--- src/hdl/lpnpia_pkg.sv ---
// Constants for the partner next page and indirect access register slice.
// Notes on behaviour
// - Bit 15 reports partner more-pages flag.
// - Bit 14 updated by negotiation from bursts.
// - Bit 13 page type, one after reset.
// - Bit 12 reports partner will-comply flag.
// - Bit 11 inverse of received toggle bit.
// - Bits 10:0 hold partner page payload.
// - Payload resets to the null page code.
// - Function 00 address, 01 data no increment.
// - 10 increments on all, 11 writes only.
// - Control bits 13:5 read zero, ignore writes.
// - Function 00 window is address register.
// - Nonzero function window is data register.
package lpnpia_pkg;
    localparam int BUS_AW = 8;
    localparam int BUS_DW = 32;
    localparam int IDX_W = 6;
    localparam logic [IDX_W-1:0] IDX_LP_PAGE = 6'h08;
    localparam logic [IDX_W-1:0] IDX_IND_CTRL = 6'h0d;
    localparam logic [IDX_W-1:0] IDX_IND_WIN = 6'h0e;
    localparam logic [15:0] RST_LP_PAGE = 16'h2001;
    localparam logic [15:0] RST_IND_CTRL = 16'h0000;
    localparam logic [15:0] RST_IND_WIN = 16'h0000;
    localparam int BIT_MORE = 15;
    localparam int BIT_ACK = 14;
    localparam int BIT_TYPE = 13;
    localparam int BIT_COMPLY = 12;
    localparam int BIT_TOG = 11;
    localparam int FUNC_HI = 15;
    localparam int FUNC_LO = 14;
    localparam int DEV_HI = 4;
    localparam int DEV_LO = 0;
    localparam logic [4:0] EXT_DEVSEL = 5'h1f;
    localparam int EXT_AW = 5;
    typedef enum logic [1:0] {
        FN_ADDR = 2'h0,
        FN_DATA = 2'h1,
        FN_DATA_INC_RW = 2'h2,
        FN_DATA_INC_W = 2'h3
    } lpnpia_fn_e;
    typedef enum logic [1:0] {
        ST_IDLE,
        ST_LOAD,
        ST_DONE
    } lpnpia_st_e;
endpackage : lpnpia_pkg

--- src/hdl/lpnpia_mem_if.sv ---
// Port bundle between the register slice and its extended register memory.
`timescale 1ns/1ps
interface lpnpia_mem_if #(
    parameter int AW = 5
);
    logic rd_en;
    logic wr_en;
    logic [AW-1:0] addr;
    logic [15:0] wdata;
    logic [15:0] rdata;
    modport ctl (output rd_en, output wr_en, output addr, output wdata, input rdata);
    modport mem (input rd_en, input wr_en, input addr, input wdata, output rdata);
endinterface : lpnpia_mem_if

--- src/hdl/lpnpia_ext_mem.sv ---
// Extended register storage with registered read data.
`timescale 1ns/1ps
module lpnpia_ext_mem #(
    parameter int AW = 5
) (
    input wire logic clk_in,
    input wire logic arst_n_in,
    lpnpia_mem_if.mem mem_if
);
    localparam int DEPTH = 1 << AW;
    typedef struct packed {
        logic [DEPTH-1:0][15:0] words;
        logic [15:0] rdata;
    } lpnpia_mem_s;
    lpnpia_mem_s st_ff;
    lpnpia_mem_s nxt_st;

    always_comb begin
        nxt_st = st_ff;
        if (mem_if.rd_en) begin
            nxt_st.rdata = st_ff.words[mem_if.addr];
        end
        if (mem_if.wr_en) begin
            nxt_st.words[mem_if.addr] = mem_if.wdata;
        end
    end

    always_ff @(posedge clk_in or negedge arst_n_in) begin
        if (!arst_n_in) begin
            st_ff <= '0;
        end else begin
            st_ff <= nxt_st;
        end
    end

    assign mem_if.rdata = st_ff.rdata;
endmodule : lpnpia_ext_mem

--- src/hdl/lpnpia_top.sv ---
// Partner next page register and indirect access window on an Avalon-MM slave.
`timescale 1ns/1ps
module lpnpia_top #(
    parameter int EXT_AW = lpnpia_pkg::EXT_AW
) (
    input wire logic clk_in,
    input wire logic arst_n_in,
    input wire logic [lpnpia_pkg::BUS_AW-1:0] avs_address_in,
    input wire logic avs_read_in,
    input wire logic avs_write_in,
    input wire logic [lpnpia_pkg::BUS_DW-1:0] avs_writedata_in,
    input wire logic [3:0] avs_byteenable_in,
    output logic [lpnpia_pkg::BUS_DW-1:0] avs_readdata_out,
    output logic avs_waitrequest_out,
    input wire logic an_page_load_in,
    input wire logic [15:0] an_page_in,
    input wire logic an_ack_update_in,
    input wire logic an_ack_in
);
    ////////////////////////////////////////////////////////////////////////////////
    typedef struct packed {
        lpnpia_pkg::lpnpia_st_e state;
        logic [15:0] readdata;
        logic [1:0] func;
        logic [4:0] devsel;
        logic [15:0] ext_addr;
        logic [15:0] lp_page;
    } lpnpia_top_s;

    lpnpia_top_s st_ff;
    lpnpia_top_s nxt_st;
    logic [lpnpia_pkg::IDX_W-1:0] idx;
    logic req;
    logic win_data;
    logic dev_hit;

    lpnpia_mem_if #(.AW(EXT_AW)) mem_bus ();

    lpnpia_ext_mem #(.AW(EXT_AW)) u_mem (
        .clk_in(clk_in),
        .arst_n_in(arst_n_in),
        .mem_if(mem_bus.mem)
    );

    ////////////////////////////////////////////////////////////////////////////////
    // Nonzero function selects the data register behind the window.
    function automatic logic is_data(input logic [1:0] fn);
        is_data = (fn != 2'(lpnpia_pkg::FN_ADDR));
    endfunction : is_data

    // Decides whether a finished window access advances the address.
    function automatic logic post_inc(input logic [1:0] fn, input logic wr);
        post_inc = (fn == 2'(lpnpia_pkg::FN_DATA_INC_RW))
            || ((fn == 2'(lpnpia_pkg::FN_DATA_INC_W)) && wr);
    endfunction : post_inc

    // Merges the low two byte lanes of a write into an old value.
    function automatic logic [15:0] merge16(input logic [15:0] old, input logic [15:0] wd,
            input logic [1:0] be);
        merge16 = {be[1] ? wd[15:8] : old[15:8], be[0] ? wd[7:0] : old[7:0]};
    endfunction : merge16

    ////////////////////////////////////////////////////////////////////////////////
    assign idx = avs_address_in[lpnpia_pkg::BUS_AW-1:2];
    assign req = avs_read_in || avs_write_in;
    assign win_data = is_data(st_ff.func);
    assign dev_hit = (st_ff.devsel == lpnpia_pkg::EXT_DEVSEL);

    always_comb begin
        mem_bus.rd_en = 1'b0;
        mem_bus.wr_en = 1'b0;
        mem_bus.addr = st_ff.ext_addr[EXT_AW-1:0];
        mem_bus.wdata = merge16(mem_bus.rdata, avs_writedata_in[15:0], avs_byteenable_in[1:0]);
        if (st_ff.state == lpnpia_pkg::ST_IDLE && req && idx == lpnpia_pkg::IDX_IND_WIN
                && win_data && dev_hit) begin
            mem_bus.rd_en = 1'b1;
        end
        if (st_ff.state == lpnpia_pkg::ST_DONE && avs_write_in
                && idx == lpnpia_pkg::IDX_IND_WIN && win_data && dev_hit) begin
            mem_bus.wr_en = 1'b1;
        end
    end

    ////////////////////////////////////////////////////////////////////////////////
    always_comb begin
        nxt_st = st_ff;
        if (an_page_load_in) begin
            nxt_st.lp_page = an_page_in;
            nxt_st.lp_page[lpnpia_pkg::BIT_TOG] = ~an_page_in[lpnpia_pkg::BIT_TOG];
        end
        if (an_ack_update_in) begin
            nxt_st.lp_page[lpnpia_pkg::BIT_ACK] = an_ack_in;
        end
        unique case (st_ff.state)
            lpnpia_pkg::ST_IDLE: begin
                if (req) begin
                    nxt_st.state = lpnpia_pkg::ST_LOAD;
                end
            end
            lpnpia_pkg::ST_LOAD: begin
                nxt_st.state = lpnpia_pkg::ST_DONE;
                nxt_st.readdata = 16'h0000;
                unique case (idx)
                    lpnpia_pkg::IDX_LP_PAGE: nxt_st.readdata = st_ff.lp_page;
                    lpnpia_pkg::IDX_IND_CTRL: nxt_st.readdata = {st_ff.func, 9'h000, st_ff.devsel};
                    lpnpia_pkg::IDX_IND_WIN: begin
                        if (!win_data) begin
                            nxt_st.readdata = st_ff.ext_addr;
                        end else if (dev_hit) begin
                            nxt_st.readdata = mem_bus.rdata;
                        end
                    end
                    default: nxt_st.readdata = 16'h0000;
                endcase
            end
            lpnpia_pkg::ST_DONE: begin
                nxt_st.state = lpnpia_pkg::ST_IDLE;
                // partner page has no write path.
                if (avs_write_in && idx == lpnpia_pkg::IDX_IND_CTRL) begin
                    if (avs_byteenable_in[1]) begin
                        nxt_st.func = avs_writedata_in[lpnpia_pkg::FUNC_HI:lpnpia_pkg::FUNC_LO];
                    end
                    if (avs_byteenable_in[0]) begin
                        nxt_st.devsel = avs_writedata_in[lpnpia_pkg::DEV_HI:lpnpia_pkg::DEV_LO];
                    end
                end
                if (idx == lpnpia_pkg::IDX_IND_WIN) begin
                    if (!win_data && avs_write_in) begin
                        nxt_st.ext_addr = merge16(st_ff.ext_addr, avs_writedata_in[15:0],
                            avs_byteenable_in[1:0]);
                    end else if (win_data && post_inc(st_ff.func, avs_write_in)) begin
                        nxt_st.ext_addr = st_ff.ext_addr + 16'h0001;
                    end
                end
            end
            default: nxt_st.state = lpnpia_pkg::ST_IDLE;
        endcase
    end

    always_ff @(posedge clk_in or negedge arst_n_in) begin
        if (!arst_n_in) begin
            st_ff.state <= lpnpia_pkg::ST_IDLE;
            st_ff.readdata <= 16'h0000;
            st_ff.func <= lpnpia_pkg::RST_IND_CTRL[lpnpia_pkg::FUNC_HI:lpnpia_pkg::FUNC_LO];
            st_ff.devsel <= lpnpia_pkg::RST_IND_CTRL[lpnpia_pkg::DEV_HI:lpnpia_pkg::DEV_LO];
            st_ff.ext_addr <= lpnpia_pkg::RST_IND_WIN;
            st_ff.lp_page <= lpnpia_pkg::RST_LP_PAGE;
        end else begin
            st_ff <= nxt_st;
        end
    end

    assign avs_readdata_out = {16'h0000, st_ff.readdata};
    assign avs_waitrequest_out = (st_ff.state != lpnpia_pkg::ST_DONE);
endmodule : lpnpia_top

--- config.mk ---
export PLATFORM = sky130hd
export DESIGN_NAME = lpnpia_top
export DESIGN_NICKNAME = d
export VERILOG_FILES = /design/src/hdl/lpnpia_pkg.sv /design/src/hdl/lpnpia_mem_if.sv /design/src/hdl/lpnpia_ext_mem.sv /design/src/hdl/lpnpia_top.sv
export SDC_FILE = /design/constraint.sdc
export NUM_CORES = 1
export LEC_CHECK = 0
export BUFFER_PORTS_ARGS = -buffer_cell sky130_fd_sc_hd__buf_2
export CAP_MARGIN = 15
export CORE_MARGIN = 2
export CORE_UTILIZATION = 60
export DETAILED_ROUTE_END_ITERATION = 12
export PLACE_DENSITY = 0.76
export SYNTH_ARGS = -nofsm -noshare
export SYNTH_HDL_FRONTEND = slang
export SYNTH_SLANG_ARGS = --single-unit
--- constraint.sdc ---
create_clock -name clk_in -period 3.8 [get_ports clk_in]
set_input_delay 0.95 -clock clk_in [delete_from_list [all_inputs] [get_ports clk_in]]
set_output_delay 0.95 -clock clk_in [all_outputs]
set_load 0.02 [all_outputs]
**After elaboration in Yosys (flattened, before gate mapping)**

Cells that the tools add are included.

- Register bits after elaboration: 585
- Bits in latches: 0
- RAM bits: 0
- Bits in read-only memories: 0
- Bits of input ports: 67
- Output and inout bits: 33
- Memories: 0

- Add/subtract/negate cells: 1
- $mul: 0
- Divide/modulo/power cells: 0
- $lt $le $gt $ge: 2
- Equality and inequality tests: 12
- Shift-type cells: 0
- Muxes and demuxes: 20
- Bitwise gates (word level): 1
- Reduce and logical (&&, ||, !) cells: 24

Operators with widths:

| operator | number |
|---|---|
| bitwise mux 512 bit | 1 |
| two-way mux 16 bit | 6 |
| binary-select mux 16 bit (select 5 bit) | 1 |
| demux 16 bit (select 5 bit) | 1 |
| one-hot mux 16 bit (3 select lines) | 1 |
| two-way mux 8 bit | 4 |
| equality test 6 x 4 -> 1 bit, second input constant | 3 |
| adder 16 x 1 -> 16 bit, second input constant | 1 |
| two-way mux 15 bit | 1 |
| logical AND 1 bit | 13 |
| inequality test 2 bit, second input constant | 4 |
| AND reduction 4 bit | 2 |
| equality test 2 bit, second input constant | 3 |
| < comparator 5 x 6 -> 1 bit, second input constant | 1 |
| AND reduction 3 bit | 2 |
| nonzero test 2 bit | 3 |
| equality test 5 bit, second input constant | 1 |
| >= comparator 5 x 1 -> 1 bit, second input constant | 1 |
| one-hot mux 2 bit (2 select lines) | 1 |
| two-way mux 1 bit | 3 |
| equality test 2 x 1 -> 1 bit, second input constant | 1 |
| zero test 2 bit | 1 |
| logical OR 1 bit | 2 |
| two-way mux 2 bit | 1 |
| other kinds (2) | 2 |

**Depth between registers and ports, before layout**

- Word-level depth: 6
- Mapped depth: 10
- Mapped depth without buffers: 6

**Modules after synthesis**

Synthesis repeated with hierarchy kept, for this count alone.

- Cells, all modules: 2,056
- Area, all modules: 28,150.7 µm²

Modules (own cells, without submodules):

| module | times used | cells each | area each (µm²) | sequential area each (µm²) |
|---|---|---|---|---|
| lpnpia_ext_mem | 1 | 1,654 | 24,451.0 | 13,212.7 |
| lpnpia_top | 1 | 402 | 3,699.8 | 1,428.9 |

**Least setup slack after synthesis**

No wires, ideal clock.

- Kind: input-to-reg
- Start: input port avs_address_in[6] (netlist bit)
- End: register u_mem.st_ff[346] (netlist bit)
- Setup time: 0.129 ns
- Arrival time: 2.637 ns
- Required time: 3.671 ns
- Path slack: 1.034 ns
- Stages: 8
- Buffers on the path: 3
- Cell sequence: nand4bb_4 > or3b_4 > buf_6 > or4_1 > buf_2 > buf_6 > nand2_1 > o21ai_2

- Longest elaborated chain between the ends: 5

Ends and longest elaborated chain:

| what | RTL line | source |
|---|---|---|
| start: declaration | lpnpia_top.sv:8 | `input wire logic [lpnpia_pkg::BUS_AW-1:0] avs_address_in,` |
| equality test 6 x 4 -> 1 bit | lpnpia_top.sv:79 | `&& idx == lpnpia_pkg::IDX_IND_WIN && win_data && dev_hit) begin` |
| logical AND 1 bit (3 in a row) | lpnpia_top.sv:79 |  |
| two-way mux 1 bit | lpnpia_top.sv:78 | `if (st_ff.state == lpnpia_pkg::ST_DONE && avs_write_in` |
| end signal: assignment | lpnpia_ext_mem.sv:32 | `st_ff <= nxt_st;` |
| end: declaration | lpnpia_ext_mem.sv:15 | `lpnpia_mem_s st_ff;` |

Every way passes these cells.
A chain may end at the register's enable or synchronous reset.

**Final worst setup path**

- Start: register st_ff, in the netlist mem_bus.addr[0]
- End: register u_mem.st_ff, in the netlist u_mem.mem_if.rdata[7]

- Longest elaborated chain between the ends: 2

Ends and longest elaborated chain:

| what | RTL line | source |
|---|---|---|
| start: declaration | lpnpia_top.sv:30 | `lpnpia_top_s st_ff;` |
| start signal: assignment | lpnpia_top.sv:149 | `st_ff <= nxt_st;` |
| binary-select mux 16 bit (select 5 bit) | lpnpia_ext_mem.sv:21 | `nxt_st.rdata = st_ff.words[mem_if.addr];` |
| two-way mux 16 bit (implied by the code) | lpnpia_ext_mem.sv:21 |  |

Every way passes these cells. The select of a mux whose other input is x is not followed.

==> impl_metrics.csv <==
group,metric,value,unit
run_status,outcome,"complete, no violations",
synth,syn_area_per_cell,9.973,um^2
global_routing,grt.busiest_layer,"met2",
global_routing,grtUsageMet2,0.4752,
clock_tree,postCtsResizedCells,0,
setup_path,arrival,3.69,ns
timing,slew_viol_final,0,
cells_and_area,fillers,3470,
route,detail_route.wl_per_cell,21.46,um
synth,synth-main-ff-cell,"dfrtp_1",
floorplanning,die_width,218.1,um
timing,fmax,0.3126,GHz
global_routing,grt_first_pass_wirelength,113.9,mm
floorplanning,core-area,0.04528,mm^2
floorplanning,rows,78,
setup_path,reg2reg_depth,5,
route,wl,71.95,mm
cells_and_area,multi_input_area,0.01114,mm^2
cells_and_area,stdcell_area,0.02985,mm^2
timing,rsz0062_at_grt,"no",
cells_and_area,fin_util,0.6593,
synth,async_flop_share,1.000,
global_routing,grt_max_degree,103,
timing,setup_tns,0,ns
setup_path,required,4.29,ns
route,antenna_left,0,
timing,hold_violations,0,
synth,synth_cells,2759,
route,drc,0,
place,postPlaceCellArea,0.02791,mm^2
synth,synth_area,0.02752,mm^2
place,port-buffer-count,63,
route,vias,20890,
setup_path,path_class,"reg -> reg",
floorplanning,pin_count,100,
timing,skew,0.01918,ns
clock_tree,ctsHtreeMaxLevel,2,
route,avgViaCountPerCell,6.230,
place,gp_congestion,0.9236,
global_routing,antenna_found_initial,3,
setup_path,cp-start-kind,"flip-flop",
synth,synth_edf_count,0,
route,drt_iter0_drc,2025,
pwr,leakage,0.01396,uW
clock_tree,tritoncts,"yes",
clock_tree,postCtsHoldBufs,0,
cells_and_area,final_common_cell,"dfrtp_1",
synth,ys_seq_area_frac,0.5321,
clock_tree,clk_pin_slew,0.06,ns
cells_and_area,drive_gt1_frac,0.1410,
cells_and_area,layout_common_cells,"581 x dfrtp_1, 554 x nand2_1, 351 x o21ai_1",
cells_and_area,area_growth,8.499,%
timing,finalCritPeriodShare,0.8417,
pwr,powerDensity,436.9,mW/mm^2
clock_tree,cts_buffers,58,
synth,ys.warnings.count,0,
clock_tree,root_buffer,"clkbuf_16",
route,drt_pass1_iterations,5,
global_routing,gr-total-overflow,0,
global_routing,gr-usage-met1,0.4304,
timing,setup_violations,0,
floorplanning,start_util,0.6076,
place,dp_hpwl,45.98,mm
timing,tightest_slew,1.092,ns
timing,min_period,3.199,ns
clock_tree,clockBufferDepth,3,
setup_path,end_kind,"flip-flop",
pwr,vdd_drop_max,0.0003727,V
clock_tree,clk_latency,0.62,ns
global_routing,grt_pass1_vias,20430,
global_routing,grt_use_total,0.3082,
job,drv_cap,0,
timing,maxSlewHeadroom,0.2566,
cells_and_area,final-seq-area,0.01465,mm^2
hold_path,hold_path_class,"in -> async",
setup_path,worstPathMaxFanout,40,
floorplanning,die_y,218.1,um
synth,synth-seq-cells,585,
clock_tree,postCtsSetupRepairBufs,0,
clock_tree,cts.sinks,585,
synth,post_synth_num_cell_types,58,
cells_and_area,final_nets,2775,
global_routing,use_met3,0.04635,
floorplanning,die_area,0.04759,mm^2
==> cells in the mapped netlist, types with 34 or more instances <==
| library cell | n | area, um^2 |
|---|---|---|
| dfrtp_1 | 583 | 14590 |
| nand2_1 | 554 | 2079 |
| o21ai_1 | 351 | 1757 |
| mux2i_1 | 240 | 2402 |
| o21ai_0 | 145 | 725.7 |
| clkbuf_1 | 120 | 450.4 |
| o22ai_1 | 108 | 675.7 |
| buf_6 | 81 | 912.1 |
| nor2_1 | 74 | 277.8 |
| buf_2 | 59 | 295.3 |
| a21oi_1 | 58 | 290.3 |
| o21ai_2 | 41 | 359.1 |
| buf_4 | 34 | 255.2 |
| mux2_2 | 34 | 382.9 |
| nor4_1 | 34 | 212.7 |
==> critical path, cell delays in order (launching register included) <==
cell,delay (ns)
dfrtp_2,0.85
nand4b_1,0.73
o22ai_1,0.36
nor4_1,0.74
and4b_1,0.31
a21oi_1,0.06
==> stage by stage <==
stage	total power (uW)	std cells	worst slack, ns	hold slack, ns
5_1_grt	13450	3352	0.5451	0.3022
3_3_place_gp	7346	3244	0.6771	0.4589
6_report	13040	3353	0.6015	0.2854
2_1_floorplan	7035	2774	1.034	0.4446
3_5_place_dp	7375	3244	0.6541	0.4652
4_1_cts	13100	3351	0.7304	0.3023
==> registers in the layout, indices dropped and copies added (netlist names) <==
| signal | count |
|---|---|
| u_mem.st_ff | 512 |
| mem_bus.addr | 5 |
| u_mem.mem_if.rdata | 16 |
| avs_readdata_out | 16 |
| st_ff | 36 |
==> power by group <==
part / leakage, uW / switching [uW] / internal [uW]
logic: 0.00488 / 625 / 249
clock network: 0.000962 / 2420 / 3350
registers: 0.00811 / 77.7 / 6320
==> worst paths after layout <==
check / slack (ns) / startpoint / end
worst min-delay path: 0.29 / arst_n_in / u_mem.st_ff[116]
max in group asynchronous: 2.37 / arst_n_in / u_mem.st_ff[247]
worst min register to register: 0.48 / u_mem.st_ff[471] / u_mem.st_ff[471]
worst max-delay path: 0.60 / mem_bus.addr[0] / u_mem.mem_if.rdata[7]
worst max register to register: 0.60 / mem_bus.addr[0] / u_mem.mem_if.rdata[7]
min in group clk_in: 0.48 / u_mem.st_ff[471] / u_mem.st_ff[471]
==> area by class of cell <==
| type | instances | area share |
|---|---|---|
| diodes | 2 | 0.0001676 |
| clock buffers | 93 | 0.06006 |
| clock inverters | 14 | 0.004778 |
| inverters | 12 | 0.001509 |
| multi-input cells | 1870 | 0.3731 |
| flip-flops and latches | 585 | 0.4906 |
| well taps | 600 | 0.02515 |
| repair buffers | 177 | 0.04459 |
==> kinds of logic after synthesis <==
logic type / Yosys count / synth area share
other: 1 / 0.0001363
adders and majority gates: 5 / 0.002183
DFF: 585 / 0.5321
and+or+nand+nor: 820 / 0.1361
buffers and inverters: 319 / 0.07294
muxes: 277 / 0.1037
AOI/OAI and AO/OA: 752 / 0.1528
==> per-layer routing <==
layer / wire length, um / part of all wire
met2: 33180 / 0.46
met1: 29710 / 0.41
met5: 27 / 0.00038
met3: 5271 / 0.073
met4: 3769 / 0.052
No activity file was read; power rests on OpenSTA's default activity.
